`src/pkg/mcount_pkg.sv`:
```
/*
  Constants, field layout and carrier types for the modulus counter block.
  Assumes one 10 MHz core clock and a plain strobe register port.
*/
package mcount_pkg;
  // ----------------------------------------
  // Register port
  // ----------------------------------------
  localparam int ADDR_W = 4;
  localparam int DATA_W = 16;
  localparam logic [ADDR_W-1:0] OFS_CSC = 4'h0;
  localparam logic [ADDR_W-1:0] OFS_CNT = 4'h2;
  localparam logic [ADDR_W-1:0] OFS_RLD = 4'h4;
  localparam logic [ADDR_W-1:0] OFS_RSV = 4'h6;
  localparam logic [ADDR_W-1:0] OFS_ISTAT = 4'h8;
  localparam logic [ADDR_W-1:0] OFS_ICLR = 4'ha;
  localparam logic [ADDR_W-1:0] OFS_IEN = 4'hc;

  typedef struct packed {
    logic [ADDR_W-1:0] addr;
    logic [DATA_W-1:0] wdata;
    logic wr;
    logic rd;
  } reg_req_s;

  // ----------------------------------------
  // Status/control field positions
  // ----------------------------------------
  localparam int B_OVF = 15;
  localparam int B_IL_HI = 14;
  localparam int B_IL_LO = 12;
  localparam int B_ARB = 11;
  localparam int B_DRV_A = 9;
  localparam int B_DRV_B = 8;
  localparam int B_CLK_LVL = 7;
  localparam int B_LOAD_LVL = 6;
  localparam int B_NEG = 5;
  localparam int B_POS = 4;
  localparam int B_SEL_HI = 2;
  localparam int B_SEL_LO = 0;

  // ----------------------------------------
  // Codes and reset values
  // ----------------------------------------
  localparam int TAPS = 6;
  localparam logic [2:0] SEL_EXT_FALL = 3'h6;
  localparam logic [2:0] SEL_EXT_RISE = 3'h7;
  localparam logic [2:0] IL_OFF = 3'h0;
  localparam logic [15:0] CNT_MAX = 16'hffff;
  localparam logic [15:0] CNT_RST = 16'h0000;
  localparam logic [15:0] RLD_RST = 16'h0000;
  localparam logic [15:0] ZERO16 = 16'h0000;
  localparam logic [15:0] ONE16 = 16'h0001;
  localparam int N_EVT = 2;
  localparam int EVT_OVF = 0;
  localparam int EVT_LOAD = 1;
endpackage : mcount_pkg

```
`src/hw/tap_divider.sv`:
```
/*
  Free-running divider giving one-cycle enable pulses at /2, /4 .. /2^TAPS.
  Assumes a single core clock and synchronous active-low reset.
*/
`timescale 1ns/1ps
module tap_divider #(
  parameter int TAPS = 6
) (
  // Clock and reset
  input wire logic core_clk,
  input wire logic rst_n,
  // Tap enables
  output logic [TAPS-1:0] tap_en
);
  logic [TAPS-1:0] div_r;

  always_ff @(posedge core_clk) begin
    if (!rst_n) begin
      div_r <= '0;
    end else begin
      div_r <= div_r + 1'b1;
    end
  end

  // ----------------------------------------
  // Tap k fires when the low k+1 bits are all ones
  // ----------------------------------------
  genvar k;
  generate
    for (k = 0; k < TAPS; k++) begin : g_tap
      assign tap_en[k] = &div_r[k:0];
    end
  endgenerate
endmodule : tap_divider

```
`src/hw/pin_edge.sv`:
```
/*
  Two-flop synchroniser with rise and fall detection for one input pin.
  Assumes the pin changes no faster than a quarter of the core clock.
*/
`timescale 1ns/1ps
module pin_edge (
  // Clock and reset
  input wire logic core_clk,
  input wire logic rst_n,
  // Pin
  input wire logic pin,
  // Synchronised view
  output logic level,
  output logic rise,
  output logic fall
);
  logic meta_r;
  logic sync_r;
  logic hist_r;
  logic primed_r;

  // Chain is not reset so the level keeps tracking the pin
  always_ff @(posedge core_clk) begin
    meta_r <= pin;
    sync_r <= meta_r;
    hist_r <= sync_r;
  end

  // No edge reported until history holds a real sample
  always_ff @(posedge core_clk) begin
    if (!rst_n) begin
      primed_r <= 1'b0;
    end else begin
      primed_r <= 1'b1;
    end
  end

  assign level = sync_r;
  assign rise = primed_r & sync_r & ~hist_r;
  assign fall = primed_r & ~sync_r & hist_r;
endmodule : pin_edge

```
`src/hw/modulus_counter.sv`:
```
/*
  Modulus counter: 16-bit up-counter with reload, pin load, bus drive
  and overflow interrupt. Assumes asynchronous pins and a strobe register port.
*/
// Implementation choices: the address-and-strobe port and the register offsets.
// How it works
// - Status bit 11 plus three bus-side bits form the interrupt arbitration id.
// - Bits 9:8 choose which time base buses carry the count.
// - Bit 7 reads count pin level; writes ignored, reset leaves it alone.
// - Bit 6 reads load pin level; writes ignored, reset leaves it alone.
// - Bits 5:4 pick load edges: none, rising, falling or both.
// - Clock select: codes 0-5 prescaler taps, 6 falling, 7 rising pin edges.
// - Counter value is readable, writable, sixteen bits, cleared by reset.
// - Separate reload value register feeds overflow and load events.
// - Rollover from all ones loads reload value and sets overflow flag.
// - Flag clears on read-one then write-zero, unless overflow came between.
// - Level field gives priority; zero disables the interrupt request.
// - Reserved bits and locations read zero and ignore writes.
`timescale 1ns/1ps
module modulus_counter
  import mcount_pkg::*;
(
  // Clock and reset
  input wire logic core_clk,
  input wire logic rst_n,
  // Register port
  input wire reg_req_s req,
  output logic [DATA_W-1:0] rdata,
  // Pins
  input wire logic count_input_pin,
  input wire logic load_input_pin,
  // Time base buses
  output logic [15:0] tbb_a_val,
  output logic tbb_a_drv,
  output logic [15:0] tbb_b_val,
  output logic tbb_b_drv,
  // Intermodule bus interrupt
  input wire logic [2:0] arb_id_low,
  output logic imb_irq_req,
  output logic [2:0] imb_irq_level,
  output logic [3:0] arbitration_id,
  // Local interrupt
  output logic irq
);
  // ----------------------------------------
  // Register state
  // ----------------------------------------
  logic [15:0] cnt_r;
  logic [15:0] cnt_nxt;
  logic [15:0] rld_r;
  logic ovf_r;
  logic ovf_nxt;
  logic armed_r;
  logic armed_nxt;
  logic [2:0] il_r;
  logic arb_msb_r;
  logic drv_a_r;
  logic drv_b_r;
  logic neg_en_r;
  logic pos_en_r;
  logic [2:0] sel_r;
  logic [N_EVT-1:0] istat_r;
  logic [N_EVT-1:0] istat_nxt;
  logic [N_EVT-1:0] ien_r;
  logic [DATA_W-1:0] rdata_r;

  // ----------------------------------------
  // Pins and clock sources
  // ----------------------------------------
  logic clk_lvl;
  logic clk_rise;
  logic clk_fall;
  logic load_lvl;
  logic load_rise;
  logic load_fall;
  logic [TAPS-1:0] tap_en;

  tap_divider #(.TAPS(TAPS)) u_div (
    .core_clk(core_clk),
    .rst_n(rst_n),
    .tap_en(tap_en)
  );

  pin_edge u_clk_pin (
    .core_clk(core_clk),
    .rst_n(rst_n),
    .pin(count_input_pin),
    .level(clk_lvl),
    .rise(clk_rise),
    .fall(clk_fall)
  );

  pin_edge u_load_pin (
    .core_clk(core_clk),
    .rst_n(rst_n),
    .pin(load_input_pin),
    .level(load_lvl),
    .rise(load_rise),
    .fall(load_fall)
  );

  // ----------------------------------------
  // Decode
  // ----------------------------------------
  wire wr_csc = req.wr && (req.addr == OFS_CSC);
  wire wr_cnt = req.wr && (req.addr == OFS_CNT);
  wire wr_rld = req.wr && (req.addr == OFS_RLD);
  wire wr_iclr = req.wr && (req.addr == OFS_ICLR);
  wire wr_ien = req.wr && (req.addr == OFS_IEN);
  wire rd_csc = req.rd && (req.addr == OFS_CSC);

  // ----------------------------------------
  // Counter clocking and events
  // ----------------------------------------
  wire ext_sel = (sel_r == SEL_EXT_FALL) || (sel_r == SEL_EXT_RISE);
  // Codes past the last tap see zero, so no index leaves the tap vector
  wire [7:0] tap_pad = 8'(tap_en);
  wire tap_tick = !ext_sel && tap_pad[sel_r];
  wire ext_tick = (sel_r == SEL_EXT_RISE) ? clk_rise : clk_fall;
  wire tick = ext_sel ? ext_tick : tap_tick;
  wire load_evt = (pos_en_r && load_rise) || (neg_en_r && load_fall);
  wire roll = tick && (cnt_r == CNT_MAX);
  // A pin load or software write takes the cycle; the tick is dropped
  wire ovf_evt = roll && !load_evt && !wr_cnt;

  always_comb begin
    cnt_nxt = cnt_r;
    if (load_evt) begin
      cnt_nxt = rld_r;
    end else if (wr_cnt) begin
      cnt_nxt = req.wdata;
    end else if (roll) begin
      cnt_nxt = rld_r;
    end else if (tick) begin
      cnt_nxt = cnt_r + ONE16;
    end
  end

  // ----------------------------------------
  // Overflow flag with read-then-write clear
  // ----------------------------------------
  // Overflow in the gap disarms, and set beats a same-cycle clear
  wire ovf_clr = wr_csc && !req.wdata[B_OVF] && armed_r;

  always_comb begin
    ovf_nxt = ovf_r;
    armed_nxt = armed_r;
    if (ovf_evt) begin
      ovf_nxt = 1'b1;
      armed_nxt = 1'b0;
    end else begin
      if (ovf_clr) begin
        ovf_nxt = 1'b0;
      end
      if (wr_csc) begin
        armed_nxt = 1'b0;
      end else if (rd_csc && ovf_r) begin
        armed_nxt = 1'b1;
      end
    end
  end

  // ----------------------------------------
  // Local interrupt status: set wins over clear
  // ----------------------------------------
  wire [N_EVT-1:0] evt_vec = {load_evt, ovf_evt};
  wire [N_EVT-1:0] clr_vec = wr_iclr ? req.wdata[N_EVT-1:0] : '0;

  always_comb begin
    istat_nxt = (istat_r & ~clr_vec) | evt_vec;
  end

  // ----------------------------------------
  // Registers
  // ----------------------------------------
  always_ff @(posedge core_clk) begin
    if (!rst_n) begin
      cnt_r <= CNT_RST;
      ovf_r <= 1'b0;
      armed_r <= 1'b0;
      istat_r <= '0;
    end else begin
      cnt_r <= cnt_nxt;
      ovf_r <= ovf_nxt;
      armed_r <= armed_nxt;
      istat_r <= istat_nxt;
    end
  end

  // Pin level bits 7:6 have no storage, so writes cannot touch them
  always_ff @(posedge core_clk) begin
    if (!rst_n) begin
      il_r <= IL_OFF;
      arb_msb_r <= 1'b0;
      drv_a_r <= 1'b0;
      drv_b_r <= 1'b0;
      neg_en_r <= 1'b0;
      pos_en_r <= 1'b0;
      sel_r <= 3'h0;
    end else if (wr_csc) begin
      il_r <= req.wdata[B_IL_HI:B_IL_LO];
      arb_msb_r <= req.wdata[B_ARB];
      drv_a_r <= req.wdata[B_DRV_A];
      drv_b_r <= req.wdata[B_DRV_B];
      neg_en_r <= req.wdata[B_NEG];
      pos_en_r <= req.wdata[B_POS];
      sel_r <= req.wdata[B_SEL_HI:B_SEL_LO];
    end
  end

  always_ff @(posedge core_clk) begin
    if (!rst_n) begin
      rld_r <= RLD_RST;
      ien_r <= '0;
    end else begin
      if (wr_rld) begin
        rld_r <= req.wdata;
      end
      if (wr_ien) begin
        ien_r <= req.wdata[N_EVT-1:0];
      end
    end
  end

  // ----------------------------------------
  // Read path
  // ----------------------------------------
  wire [15:0] csc_view = {ovf_r, il_r, arb_msb_r, 1'b0, drv_a_r, drv_b_r,
                          clk_lvl, load_lvl, neg_en_r, pos_en_r, 1'b0, sel_r};
  wire [15:0] istat_view = {{(16-N_EVT){1'b0}}, istat_r};
  wire [15:0] ien_view = {{(16-N_EVT){1'b0}}, ien_r};
  // Clear register is write-only and the spare slot is reserved
  wire [15:0] rd_mux =
    (req.addr == OFS_CSC) ? csc_view :
    (req.addr == OFS_CNT) ? cnt_r :
    (req.addr == OFS_RLD) ? rld_r :
    (req.addr == OFS_ISTAT) ? istat_view :
    (req.addr == OFS_IEN) ? ien_view : ZERO16;

  always_ff @(posedge core_clk) begin
    if (!rst_n) begin
      rdata_r <= ZERO16;
    end else if (req.rd) begin
      rdata_r <= rd_mux;
    end else begin
      rdata_r <= ZERO16;
    end
  end

  // ----------------------------------------
  // Outputs
  // ----------------------------------------
  assign rdata = rdata_r;
  assign tbb_a_val = cnt_r;
  assign tbb_b_val = cnt_r;
  assign tbb_a_drv = drv_a_r;
  assign tbb_b_drv = drv_b_r;
  assign arbitration_id = {arb_msb_r, arb_id_low};
  assign imb_irq_req = ovf_r && (il_r != IL_OFF);
  assign imb_irq_level = il_r;
  assign irq = |(istat_r & ien_r);

  // ----------------------------------------
  // Checks
  // ----------------------------------------
  a_ovf_reload: assert property (@(posedge core_clk) disable iff (!rst_n)
    ovf_evt |=> (cnt_r == $past(rld_r)) && ovf_r)
    else $error("overflow did not reload or flag");

  a_ovf_held: assert property (@(posedge core_clk) disable iff (!rst_n)
    (ovf_r && !$past(ovf_r) && rd_csc) ##1 (ovf_evt && wr_csc) |=> ovf_r)
    else $error("overflow flag lost to a clear");

  a_ovf_cleared: assert property (@(posedge core_clk) disable iff (!rst_n)
    rd_csc && ovf_r ##1 wr_csc && !req.wdata[B_OVF] && !ovf_evt |=> !ovf_r)
    else $error("overflow flag not cleared");

  a_ovf_gap_clear: assert property (@(posedge core_clk) disable iff (!rst_n)
    rd_csc && ovf_r ##1 !req.wr && !ovf_evt ##1 wr_csc && !req.wdata[B_OVF] && !ovf_evt
    |=> !ovf_r)
    else $error("overflow flag not cleared after a gap");

  a_irq_gate: assert property (@(posedge core_clk) disable iff (!rst_n)
    imb_irq_req == (ovf_r && (il_r != IL_OFF)))
    else $error("interrupt request disagrees with flag and level");

  a_load_edge: assert property (@(posedge core_clk) disable iff (!rst_n)
    load_evt |=> cnt_r == $past(rld_r) ##0 istat_r[EVT_LOAD])
    else $error("load edge did not reload");

  a_ext_count: assert property (@(posedge core_clk) disable iff (!rst_n)
    (sel_r == SEL_EXT_RISE) && clk_rise && !roll && !load_evt && !wr_cnt
    |=> cnt_r == $past(cnt_r) + ONE16)
    else $error("rising pin edge not counted");

  a_pin_level: assert property (@(posedge core_clk) disable iff (!rst_n)
    rd_csc |=> rdata[B_CLK_LVL] == $past(clk_lvl) && rdata[B_LOAD_LVL] == $past(load_lvl))
    else $error("pin level bits wrong");

  a_reserved_zero: assert property (@(posedge core_clk) disable iff (!rst_n)
    req.rd && (req.addr == OFS_RSV || req.addr == OFS_ICLR) |=> rdata == ZERO16)
    else $error("reserved location read nonzero");

  a_drive_bus: assert property (@(posedge core_clk) disable iff (!rst_n)
    wr_csc |=> tbb_a_drv == $past(req.wdata[B_DRV_A]) && tbb_b_drv == $past(req.wdata[B_DRV_B]))
    else $error("drive bits not applied");

  a_arb_id: assert property (@(posedge core_clk) disable iff (!rst_n)
    wr_csc |=> arbitration_id[3] == $past(req.wdata[B_ARB]))
    else $error("arbitration id bit not applied");

  a_cnt_write: assert property (@(posedge core_clk) disable iff (!rst_n)
    wr_cnt && !load_evt |=> cnt_r == $past(req.wdata))
    else $error("counter write not taken");
endmodule : modulus_counter

```
`config.mk`:
```
export PLATFORM = sky130hd
export DESIGN_NAME = modulus_counter
export DESIGN_NICKNAME = d
export VERILOG_FILES = /design/src/pkg/mcount_pkg.sv /design/src/hw/tap_divider.sv /design/src/hw/pin_edge.sv /design/src/hw/modulus_counter.sv
export SDC_FILE = /design/constraint.sdc
export NUM_CORES = 1
export LEC_CHECK = 0
export BUFFER_PORTS_ARGS = -buffer_cell sky130_fd_sc_hd__buf_2
export CAP_MARGIN = 0
export CORE_MARGIN = 10
export CORE_UTILIZATION = 58
export CTS_CLUSTER_SIZE = 20
export DETAILED_ROUTE_END_ITERATION = 12
export PLACE_DENSITY = 0.87
export SETUP_SLACK_MARGIN = 0.2
export SLEW_MARGIN = 20
export SYNTH_ARGS = -nofsm -noshare
export SYNTH_HDL_FRONTEND = slang
export SYNTH_SLANG_ARGS = --single-unit
```
`constraint.sdc`:
```
create_clock -name core_clk -period 4.4 [get_ports core_clk]
set_input_delay 0.22 -clock core_clk [delete_from_list [all_inputs] [get_ports core_clk]]
set_output_delay 0.22 -clock core_clk [all_outputs]
set_load 0.02 [all_outputs]
```
After elaboration in Yosys (flattened, before gate mapping) --
Index checks and enable logic that the tools add are counted.
Storage, ports and cells: output and inout port bits 59, register bits 78, input port bits 29
Operators by class: add/subtract/negate cells 2, reduce and logical (&&, ||, !) cells 35, magnitude comparators 1, bitwise logic cells 18, muxes and demuxes 17, equality and inequality tests 8
Operators with widths (count):
- $mux W16 | 7
- $add A16 B1 Y16 const B | 1
- $eq A16 B16 Y1 const B | 1
- $logic_and A1 B1 Y1 | 16
- $eq A4 B4 Y1 const B | 3
- $and A1 B1 Y1 | 8
- $add A6 B1 Y6 const B | 1
- $eq A3 B3 Y1 const B | 2
- $mux W1 | 6
- $mux W2 | 3
- $not A1 Y1 | 6
- $reduce_and A6 Y1 | 1
- $reduce_or A3 Y1 | 2
- $reduce_and A5 Y1 | 1
- $and A2 B2 Y2 | 2
- $eq A4 B2 Y1 const B | 1
- $eq A4 B3 Y1 const B | 1
- $logic_not A1 Y1 | 4
- $logic_not A4 Y1 | 1
- $lt A3 B4 Y1 const B | 1
- $reduce_and A2 Y1 | 2
- $reduce_and A4 Y1 | 1
- $reduce_bool A4 Y1 | 1
- $bmux W1 S3 | 1
- other kinds (7) | 8

Depth between registers and ports, before layout --
Gate-level depths: netlist (run 1).
depth after elaboration 9, depth in mapped cells 11, mapped depth without buffers 9

Hierarchy --
Synthesis (run 1) repeated with hierarchy kept, for this count alone.
Unflattened totals: cells, all modules 454, area, all modules 3882.5 um^2
Modules (own cells, without submodules):
- modulus_counter | cells each 418, area an instance 3435.8 um^2, instances 1, seq. area each 1301.2 um^2
- tap_divider | cells each 24, area an instance 251.5 um^2, instances 1, seq. area each 120.1 um^2
- pin_edge | cells each 6, area an instance 97.6 um^2, instances 2, seq. area each 80.1 um^2

Least setup slack after synthesis (run 1) --
OpenSTA, ideal clock, no wires.
path kind reg-to-reg, start point register cnt_r[0] (netlist: tbb_a_val[0]), end point register cnt_r[14] (netlist: tbb_a_val[14]), stages on the path, launching flop included 9, path buffers 1, slack 1.858 ns, arrival time 2.425 ns, clock period less this slack 2.542 ns, setup time 0.117 ns, required time 4.283 ns, cells stage by stage dfxtp_1 -> ha_1 -> nand3_2 -> or4_1 -> or2_1 -> buf_6 -> nor4_4 -> o21bai_1 -> a32o_1
Between the ends: word-level cells in the longest chain between the ends 5
RTL lines:
- from (decl) | RTL line modulus_counter.sv:48 | logic [15:0] cnt_r;
- from (signal assigned) | RTL line modulus_counter.sv:183 | cnt_r <= cnt_nxt;
- $add A16 B1 Y16 or $eq A16 B16 Y1 (tied branches) | RTL line modulus_counter.sv:135, modulus_counter.sv:122
- $mux W16 or $logic_and A1 B1 Y1 (tied branches) | RTL line modulus_counter.sv:134, modulus_counter.sv:122
- $mux W16 | RTL line modulus_counter.sv:132 | end else if (roll) begin
- $mux W16 | RTL line modulus_counter.sv:130 | end else if (wr_cnt) begin
- $mux W16 | RTL line modulus_counter.sv:128 | if (load_evt) begin
Parallel ways exist; a longest one is shown, timed or not. The select of a mux whose other input is x is not followed. A chain may end at the register's enable or synchronous reset.

Worst setup path after layout (run 1) --
start point register u_div.div_r[0], end point register cnt_r[7] (netlist: tbb_a_val[7])
Between the ends: word-level cells in the longest chain between the ends 9
RTL lines:
- from (decl) | RTL line tap_divider.sv:15 | logic [TAPS-1:0] div_r;
- from (signal assigned) | RTL line tap_divider.sv:21 | div_r <= div_r + 1'b1;
- $reduce_and A6 Y1, or another cell as far along | RTL line tap_divider.sv:31 | assign tap_en[k] = &div_r[k:0];
- $bmux W1 S3 * | RTL line modulus_counter.sv:118 | wire tap_tick = !ext_sel && tap_pad[sel_r];
- $mux W1 (not written as such) * | RTL line modulus_counter.sv:118
- $logic_and A1 B1 Y1 * | RTL line modulus_counter.sv:118
- $mux W1 * | RTL line modulus_counter.sv:120 | wire tick = ext_sel ? ext_tick : tap_tick;
- $logic_and A1 B1 Y1 | RTL line modulus_counter.sv:122 | wire roll = tick && (cnt_r == CNT_MAX);
- $mux W16 | RTL line modulus_counter.sv:132
- $mux W16 | RTL line modulus_counter.sv:130
- $mux W16 | RTL line modulus_counter.sv:128
Mark *: on every way between the ends. The rest lies on a longest branch, timed or not. The select of a mux whose other input is x is not followed.

==> results of run 1 <==
routing by layer:
layer | GRT usage, % | wire [um] | up-vias
met5 | 0 | 0 | -
met4 | 8.15 | 184 | 0
met3 | 5.90 | 1100 | 20
met2 | 35.3 | 5370 | 179
met1 | 27.3 | 4750 | 1688
li1 | - | - | 1740
registers in the layout, indices dropped and copies added (netlist names), 2 cells and up:
signal         count
sel_r              3
rld_r             16
u_div.div_r        6
tbb_a_val         16
ien_r              2
imb_irq_level      3
rdata             16
istat_r            2
path summary, 6_finish.rpt:
kind / endpoint / slack [ns] / cells after the start
max: tbb_a_val[7] / 1.52 / 10
min reg2reg: u_clk_pin.level / 0.33 / 0
max reg2reg: tbb_a_val[7] / 1.52 / 10
min: rld_r[10] / 0.13 / 3
stage by stage:
step | worst slack (ns) | cell area (um2) | util, % | hold WS [ns]
after floorplan | 1.86 | 3820 | - | 0.248
after global placement | 1.63 | 4100 | 64.2 | 0.311
after detailed placement | 1.54 | 4100 | 64.2 | 0.315
after CTS | 1.55 | 4280 | 67.0 | 0.120
after global routing | 1.34 | 4280 | 67.0 | 0.118
final | 1.52 | 4280 | 67.0 | 0.125
power by group:
group | internal, mW | total [mW] | switching (mW)
combinational | 0.0475 | 0.137 | 0.0894
clock | 0.213 | 0.459 | 0.246
sequential | 0.721 | 0.742 | 0.0209
area by class of cell:
| class | instances | area share [%] |
|---|---|---|
| repair buffers | 90 | 11.2 |
| inverters | 5 | 0.439 |
| well taps | 77 | 2.25 |
| flip-flops and latches | 78 | 36.5 |
| clock inverters | 2 | 0.234 |
| multi-input cells | 327 | 46.0 |
| clock buffers | 12 | 3.39 |
cells by family (layout without fill, tap and decap cells):
group                    Yosys count  in the layout
AND/OR/NAND/NOR                  181            181
AO/OA/AOI/OAI                    121            121
flip-flops                        78             78
buffers and inverters             56            109
XOR/XNOR                          15             15
multiplexers                       6              6
adder cells (fa/ha/maj)            4              4
cells in the final DEF (no fill, tap or decap), types with 4 or more instances in the layout:
cell type / instances
a222oi_1: 14
mux2i_1: 6
o21bai_1: 5
o21ai_0: 22
a32o_1: 4
clkbuf_8: 10
a21oi_1: 40
xor2_1: 6
nand2b_1: 5
ha_1: 4
dfxtp_1: 78
o311a_1: 4
buf_4: 7
nand3_1: 12
nand4_1: 4
nor3_1: 9
inv_1: 5
and3_1: 5
and2_1: 7
xnor2_1: 9
nand3b_1: 6
nor2_1: 37
nand2_1: 78
buf_2: 81
tightest hold or removal path, delay by kind of cell:
| kind | cells | cell delay (ns) |
|---|---|---|
| buffers and inverters | 1 | 0.11 |
| AO/OA/AOI/OAI | 1 | 0.05 |
| AND/OR/NAND/NOR | 1 | 0.05 |
==> results.sh, run 1 <==
export IMPL_status="finished, final reports clean"
export IMPL_hold_path_class="input port to register"
export IMPL_cts_made_buffers=9
export IMPL_slew_headroom_pct=47.8
export IMPL_max_freq_mhz=347
export IMPL_synth_edf_count=0
export IMPL_slew_violations=0
export IMPL_synth_compound_area_share_pct=22.2
export IMPL_p_leak_nw=1.74
export IMPL_cts_setup_buffers=0
export IMPL_grt_util_all_layers_pct=21.9
export IMPL_synthMuxAreaShare_pct=1.57
export IMPL_cpPeakStageDelay_ns=0.51
export IMPL_cap_violations=0
export IMPL_overflow=0
export IMPL_cts_root_buf="clkbuf_8"
export IMPL_required_ns=4.65
export IMPL_synth_commonest_cells="78 x dfxtp_1, 78 x nand2_1, 40 x a21oi_1"
export IMPL_grt_max_degree=39
export IMPL_initial_core_util_pct=59.8
export IMPL_drtPass1Iterations=5
export IMPL_postRouteAntennaNets=0
export IMPL_dpl_hpwl_um=7970
export IMPL_clk_pin_slew_worst_paths_ns=0.07
export IMPL_drt_wl_total_um=11400
export IMPL_antenna_found_initial=0
export IMPL_netlist_area_um2=3820
export IMPL_tightestPinTransition_ns=0.784
export IMPL_dieArea_um2=10200
export IMPL_synthCells=461
export IMPL_ir_worst_vdd_v=0.000223
export IMPL_hold_start="req[12]"
export IMPL_cts_buffer_depth=2
export IMPL_synth_seq_cells=78
export IMPL_critical_path_peak_fanout=14
export IMPL_skew_ns=0.00956
export IMPL_synth_warnings=0
export IMPL_finalNonFillerCells=591
export IMPL_critPathLaunchType="register"
export IMPL_synth_top_area_share_pct=40.9
export IMPL_drc_errors=0
export IMPL_slowest_stage="o21ai_2"
export IMPL_tns_ns=0
export IMPL_portBuffers=81
export IMPL_crit_start="u_div.div_r[0]"
export IMPL_p_per_area_nw_per_um2=313
export IMPL_cp_end_kind="register"
export IMPL_cts_sinks=78
export IMPL_hold_buffers=2
export IMPL_synthSimpleGateAreaFrac_pct=22.7
export IMPL_synth_xor_area_share_pct=3.44
export IMPL_arrival_ns=3.13
export IMPL_ctsResizeCount=0
export IMPL_grt_pass1_vias=3521
export IMPL_setup_worst_path_class="register to register"
export IMPL_final_hold_viol_count=0
export IMPL_htreeDepth=3
export IMPL_critical_path_top_delay_family="simple AND/OR/NAND/NOR gates"
export IMPL_synthToLayoutAreaGrowth_pct=12.1
export IMPL_layout_nets=544
export IMPL_avgSynthCellArea_um2=8.28
export IMPL_synthTopCellsByArea="dfxtp_1 41%, nand2_1 7.7%, a21oi_1 5.2%"
export IMPL_viasPerCell=6.14
export IMPL_ys_async_sr_fraction_pct=0
export IMPL_pin_count=88
export IMPL_gp_congestion=0.979
export IMPL_setup_viol=0
export IMPL_drt_initial_drc_count=409
export IMPL_post_route_period_util_pct=65.5
export IMPL_via_count=3627
export IMPL_core_area_um2=6390
export IMPL_synth_adder_area_share_pct=1.31
export IMPL_r2r_start="u_div.div_r[0]"
export IMPL_fp_dieH_um=101
export IMPL_regArea_um2=1560
export IMPL_path_cells="ha_1 -> and3_1 -> ha_1 -> nor4bb_1 -> nand3b_1 -> o22ai_1 -> buf_4 -> o21ai_2 -> nor2_1 -> a22o_1"
export IMPL_syn_num_nets=494
export IMPL_synth_cell_type_count=56
export IMPL_rsz0062_at_grt="no"
export IMPL_crit_top_cell="ha_1"
export IMPL_clock_latency_ns=0.35
export IMPL_dp_cells=575
export IMPL_worst_path_buf_inv=1
export IMPL_multi_input_area_um2=1970
export IMPL_period_minus_slack_ns=2.88
export IMPL_row_count=29
export IMPL_wire_per_inst_um=19.3
export IMPL_ys_seq_area_share_pct=40.9
export IMPL_grt_pass1_wl_um=18100
export IMPL_synth_top_family_by_area="simple AND/OR/NAND/NOR gates"
export IMPL_synth_top_cell_by_area="dfxtp_1"
export IMPL_cts_tree="done"
export IMPL_fillers=530
export IMPL_synthFlopType="dfxtp_1"
export IMPL_power_total_mw=1.34
export IMPL_drive_gt1_share_pct=21.6
export IMPL_antenna_cells=0
export IMPL_chipWidth_um=101
No activity file was read; power rests on OpenSTA's default activity.
==> inputs of run 2 (changes only) <==
--- a/config.mk
+++ b/config.mk
@@ -5,13 +5,14 @@
 export SDC_FILE = /design/constraint.sdc
 export NUM_CORES = 1
 export LEC_CHECK = 0
+export ABC_AREA = 1
 export BUFFER_PORTS_ARGS = -buffer_cell sky130_fd_sc_hd__buf_2
 export CAP_MARGIN = 0
 export CORE_MARGIN = 10
-export CORE_UTILIZATION = 58
+export CORE_UTILIZATION = 49
 export CTS_CLUSTER_SIZE = 20
 export DETAILED_ROUTE_END_ITERATION = 12
-export PLACE_DENSITY = 0.87
+export PLACE_DENSITY = 0.78
 export SETUP_SLACK_MARGIN = 0.2
 export SLEW_MARGIN = 20
 export SYNTH_ARGS = -nofsm -noshare
==> constraint.sdc (replaced) <==
create_clock -name core_clk -period 2.6 [get_ports core_clk]
set_input_delay 0.13 -clock core_clk [delete_from_list [all_inputs] [get_ports core_clk]]
set_output_delay 0.13 -clock core_clk [all_outputs]
set_load 0.02 [all_outputs]
==> results.sh, run 2 <==
export IMPL_status="finished, final reports clean"
export IMPL_clock_latency_ns=0.37
export IMPL_syn_num_nets=619
export IMPL_wire_per_inst_um=15.7
export IMPL_synth_warnings=0
export IMPL_grt_pass1_vias=4012
export IMPL_hold_path_class="input port to register"
export IMPL_cts_root_buf="clkbuf_8"
export IMPL_final_cell_mix="127 x nand2_1, 81 x buf_2, 78 x dfxtp_1"
export IMPL_netlist_area_um2=4020
export IMPL_htreeDepth=3
export IMPL_via_count=4094
export IMPL_grt_pass1_wl_um=19000
export IMPL_drive_gt1_share_pct=19.4
export IMPL_synth_most_common_cell="nand2_1"
export IMPL_multi_input_area_um2=1920
export IMPL_drt_wl_total_um=11800
export IMPL_cap_violations=0
export IMPL_row_count=32
export IMPL_synthToLayoutAreaGrowth_pct=14.9
export IMPL_dpl_cell_area_um2=4350
export IMPL_period_minus_slack_ns=2.19
export IMPL_grt_util_all_layers_pct=18.5
export IMPL_regArea_um2=1560
export IMPL_grt_use_met1_pct=21.7
export IMPL_ys_seq_area_share_pct=38.8
export IMPL_post_route_period_util_pct=84.0
export IMPL_chipWidth_um=111
export IMPL_cts_setup_buffers=0
export IMPL_cts_sinks=78
export IMPL_skew_ns=0.0177
export IMPL_cts_made_buffers=9
export IMPL_gp_congestion=0.962
export IMPL_drt_initial_drc_count=332
export IMPL_layout_nets=678
export IMPL_use_met3_pct=3.94
export IMPL_cts_buffer_depth=2
export IMPL_synth_edf_count=0
export IMPL_postRouteAntennaNets=0
export IMPL_fin_area_um2=4620
export IMPL_critPathLaunchType="register"
export IMPL_final_hold_viol_count=0
export IMPL_dieArea_um2=12200
export IMPL_p_per_area_nw_per_um2=607
export IMPL_crit_start="u_div.div_r[0]"
export IMPL_setup_worst_path_class="register to register"
export IMPL_avgSynthCellArea_um2=6.86
export IMPL_ir_worst_vdd_v=0.000285
export IMPL_pin_count=88
export IMPL_grt_busiest_layer="met2"
export IMPL_overflow=0
export IMPL_cts_tree="done"
export IMPL_antenna_found_initial=0
export IMPL_synthCells=586
export IMPL_synth_commonest_cells="127 x nand2_1, 78 x dfxtp_1, 74 x inv_1"
export IMPL_p_leak_nw=2.11
export IMPL_synth_cell_type_count=34
export IMPL_setup_viol=0
export IMPL_synthFlopType="dfxtp_1"
export IMPL_core_area_um2=7850
export IMPL_ys_async_sr_fraction_pct=0
export IMPL_hold_start="req[13]"
export IMPL_drc_errors=0
export IMPL_fillers=757
export IMPL_portBuffers=81
export IMPL_synth_seq_cells=78
export IMPL_r2r_start="u_div.div_r[0]"
export IMPL_viasPerCell=5.45
export IMPL_cp_end_kind="register"
export IMPL_grt_max_degree=30
export IMPL_max_freq_mhz=458
export IMPL_hold_depth=3
export IMPL_power_total_mw=2.81
export IMPL_tns_ns=0
export IMPL_critical_path_peak_fanout=28
export IMPL_required_ns=2.83
export IMPL_clk_pin_slew_worst_paths_ns=0.08
export IMPL_arrival_ns=2.41
export IMPL_tightestPinTransition_ns=0.867
export IMPL_synth_top_cell_by_area="dfxtp_1"
export IMPL_slew_violations=0
export IMPL_antenna_cells=0
export IMPL_r2r_cells=13
export IMPL_rsz0062_at_grt="no"
export IMPL_drtPass1Iterations=5
export IMPL_initial_core_util_pct=51.2
export IMPL_synthTopCellsByArea="dfxtp_1 39%, nand2_1 12%, o21ai_0 7.2%"
export IMPL_grtUsageMet2_pct=31.8
export IMPL_synth_top_area_share_pct=38.8
export IMPL_layout_commonest_cell="nand2_1"
export IMPL_dpl_hpwl_um=8750
export IMPL_fp_dieH_um=111
export IMPL_slew_headroom_pct=42.0
## run 2: changes by cell type in the layout (fill, tap and decap cells not counted), sizes merged, moves of 6 or more
cell and change:
a21oi +6, a222oi -14, a31oi +16, and2 -7, inv +73, mux2i -6, nand2 +54, nand3 +26
nor2 +16, o21ai +40, xnor2 -6
## run 2: worst paths after layout
kind,endpoint,slack (ns)
min reg2reg,u_clk_pin.level,0.33
min,arb_msb_r,0.05
max reg2reg,tbb_a_val[13],0.41
max,tbb_a_val[13],0.41
## run 2: logic make-up after synthesis
kind of cell | share of synthesized area (%)
xor+xnor | 2.83
fa+ha+maj | 1.24
simple gates | 24.7
buf+inv | 13.8
compound gates | 18.6
flops | 38.8
## run 2: final cells by class
cell class	count	area share (%)
inverters	78	6.34
multi-input cells	388	41.5
clock buffers	10	2.98
clock inverters	5	2.33
flip-flops and latches	78	33.8
well taps	102	2.76
repair buffers	90	10.3
## run 2: report_power, final
group | total (mW) | leakage, nW | switching (mW) | internal (mW)
clock network | 1.12 | 0.123 | 0.456 | 0.662
registers | 1.30 | 0.635 | 0.0570 | 1.24
logic | 0.392 | 1.35 | 0.262 | 0.130
## run 2: routing by layer
metal | vias up | wire length, um | part of all wire [%]
met5 | - | 0 | 0
met4 | 0 | 296 | 2.5
met3 | 23 | 835 | 7.1
met2 | 171 | 5760 | 49
met1 | 1906 | 4930 | 42
li1 | 1994 | - | -
## run 2: worst max-delay path: stages (launching register included)
cell	delay (ns)
dfxtp_1	0.34
ha_1	0.23
nand3_1	0.12
inv_1	0.07
ha_1	0.17
or2_2	0.27
nand3_1	0.13
nand2_4	0.13
inv_2	0.09
nand2_4	0.17
o21ai_0	0.14
inv_1	0.05
nand2_1	0.08
a21oi_2	0.05
## run 2: repair_timing
item	4_1_cts	5_1_grt
hold buffers	2	0
setup endpoints to repair	0	16
endpoints found under the hold margin	2	0
resized for setup	0	4
## run 2: through the flow
stage / utilization (%) / setup slack [ns] / hold slack [ns] / instances
2_1_floorplan: - / 0.677 / 0.158 / 586
3_3_place_gp: 55.4 / 0.338 / 0.233 / 734
3_5_place_dp: 55.4 / 0.251 / 0.234 / 734
4_1_cts: 58.8 / 0.208 / 0.0522 / 751
5_1_grt: 58.9 / 0.231 / 0.0672 / 751
6_report: 58.9 / 0.415 / 0.0484 / 751
==> inputs of run 3 (changes only) <==
--- a/config.mk
+++ b/config.mk
@@ -5,14 +5,14 @@
 export SDC_FILE = /design/constraint.sdc
 export NUM_CORES = 1
 export LEC_CHECK = 0
-export ABC_AREA = 1
+export ABC_AREA = 0
 export BUFFER_PORTS_ARGS = -buffer_cell sky130_fd_sc_hd__buf_2
 export CAP_MARGIN = 0
 export CORE_MARGIN = 10
 export CORE_UTILIZATION = 49
 export CTS_CLUSTER_SIZE = 20
 export DETAILED_ROUTE_END_ITERATION = 12
-export PLACE_DENSITY = 0.78
+export PLACE_DENSITY = 0.79
 export SETUP_SLACK_MARGIN = 0.2
 export SLEW_MARGIN = 20
 export SYNTH_ARGS = -nofsm -noshare
==> constraint.sdc (replaced) <==
create_clock -name core_clk -period 1.9 [get_ports core_clk]
set_input_delay 0.095 -clock core_clk [delete_from_list [all_inputs] [get_ports core_clk]]
set_output_delay 0.095 -clock core_clk [all_outputs]
set_load 0.02 [all_outputs]
==> results.sh, run 3 (same netlist as run 1, synthesis figures left out) <==
export IMPL_status="finished, violations left"
export IMPL_violations="setup timing"
export IMPL_slowest_stage="or4_4"
export IMPL_tightestPinTransition_ns=0.458
export IMPL_r2r_cells=8
export IMPL_antenna_cells=0
export IMPL_critPathLaunchType="register"
export IMPL_clock_latency_ns=0.35
export IMPL_period_minus_slack_ns=2.27
export IMPL_arrival_ns=2.56
export IMPL_core_area_um2=7650
export IMPL_via_count=4123
export IMPL_path_cells="ha_4 -> nand3_4 -> or4_4 -> or2_4 -> buf_4 -> o31ai_4 -> nand2b_4 -> a32o_1"
export IMPL_layout_nets=620
export IMPL_portBuffers=81
export IMPL_slew_headroom_pct=69.2
export IMPL_layout_commonest_cell="buf_2"
export IMPL_hold_start="req[14]"
export IMPL_dp_slack_ns=-0.524
export IMPL_cpPeakStageDelay_ns=0.43
export IMPL_grt_pass1_vias=4099
export IMPL_rsz0062_at_grt="yes"
export IMPL_cts_root_buf="clkbuf_8"
export IMPL_r2r_end="tbb_a_val[12]"
export IMPL_cp_end_kind="register"
export IMPL_hold_depth=3
export IMPL_row_count=32
export IMPL_setup_ws_ns=-0.369
export IMPL_multi_input_area_um2=2130
export IMPL_wire_per_inst_um=19.5
export IMPL_fp_dieH_um=108
export IMPL_regArea_um2=1590
export IMPL_min_to="rld_r[12]"
export IMPL_required_ns=2.19
export IMPL_cts_sinks=78
export IMPL_cts_buffer_depth=2
export IMPL_setup_worst_path_class="register to register"
export IMPL_cap_violations=0
export IMPL_htreeDepth=3
export IMPL_dpl_hpwl_um=9670
export IMPL_drt_initial_drc_count=378
export IMPL_drc_errors=0
export IMPL_chipWidth_um=108
export IMPL_gp_congestion=0.966
export IMPL_p_leak_nw=2.19
export IMPL_cts_tree="done"
export IMPL_drtPass1Iterations=6
export IMPL_power_total_mw=3.57
export IMPL_drive_gt1_share_pct=36.3
export IMPL_clk_pin_slew_worst_paths_ns=0.08
export IMPL_antenna_found_initial=0
export IMPL_pin_count=88
export IMPL_max_freq_mhz=441
export IMPL_hold_slack_ns=0.00768
export IMPL_overflow=0
export IMPL_setup_viol=19
export IMPL_hold_path_class="input port to register"
export IMPL_final_cell_mix="81 x buf_2, 77 x nand2_1, 70 x buf_4"
export IMPL_grt_pass1_wl_um=21300
export IMPL_cts_made_buffers=9
export IMPL_dp_cells=667
export IMPL_postRouteAntennaNets=0
export IMPL_dieArea_um2=11700
export IMPL_rrSetupSlack_ns=-0.37
export IMPL_fillers=616
export IMPL_grt_max_degree=22
export IMPL_r2r_start="tbb_a_val[1]"
export IMPL_slew_violations=0
export IMPL_viasPerCell=5.94
export IMPL_grt_util_all_layers_pct=22.8
export IMPL_dpl_cell_area_um2=4770
export IMPL_drt_wl_total_um=13500
export IMPL_synthToLayoutAreaGrowth_pct=35.8
export IMPL_final_hold_viol_count=0
export IMPL_fin_area_um2=5180
export IMPL_tns_ns=-5.41
export IMPL_p_per_area_nw_per_um2=689
export IMPL_post_route_period_util_pct=119
export IMPL_ir_worst_vdd_v=0.000462
export IMPL_finalNonFillerCells=694
export IMPL_critical_path_peak_fanout=6
export IMPL_utilization_pct=67.8
export IMPL_initial_core_util_pct=49.9
export IMPL_skew_ns=0.00741
run 3: area by class of cell:
cell class,count,area share [%]
multi-input combinational,327,41.1
sequential,78,30.7
timing repair buffer,166,21.0
clock buffer,13,3.50
tap,102,2.46
clock inverter,3,0.869
inverter,5,0.362
run 3: where the power goes:
part | total, mW | internal, mW | switching, mW
Combinational | 0.468 | 0.197 | 0.271
Clock | 1.41 | 0.775 | 0.634
Sequential | 1.70 | 1.67 | 0.0276
run 3: repair_timing:
action,4_1_cts,5_1_grt
pin swaps,11,2
endpoints found under the setup margin,19,19
resized for setup,19,3
hold buffers,10,0
setup buffers,1,0
hold endpoints to repair,12,0
run 3: per-layer routing:
layer	vias to the layer above	wire length [um]	global-route usage [%]
met2	222	6380	36.7
met1	1973	5550	28.6
li1	1898	-	-
met5	-	0	0
met4	0	293	8.47
met3	30	1320	6.07
run 3: worst max-delay path: cells and delay by family (launching register included):
| family | cells | cell delay, ns |
|---|---|---|
| and+or+nand+nor | 4 | 0.97 |
| AOI/OAI and AO/OA | 2 | 0.57 |
| DFF | 1 | 0.36 |
| buffers and inverters | 1 | 0.16 |
| adders and majority gates | 1 | 0.15 |
run 3: worst max-delay path by stage:
| stage | from | to | slack [ns] | depth (start not counted) |
|---|---|---|---|---|
| floorplan | tbb_a_val[1] | tbb_a_val[12] | -0.37 | 8 |
| global placement | u_div.div_r[1] | tbb_a_val[3] | -0.45 | 10 |
| detailed placement | u_div.div_r[1] | tbb_a_val[12] | -0.52 | 11 |
| CTS | u_div.div_r[1] | tbb_a_val[11] | -0.35 | 10 |
| global route | u_div.div_r[0] | tbb_a_val[12] | -0.47 | 11 |
| finish | tbb_a_val[1] | tbb_a_val[12] | -0.37 | 8 |
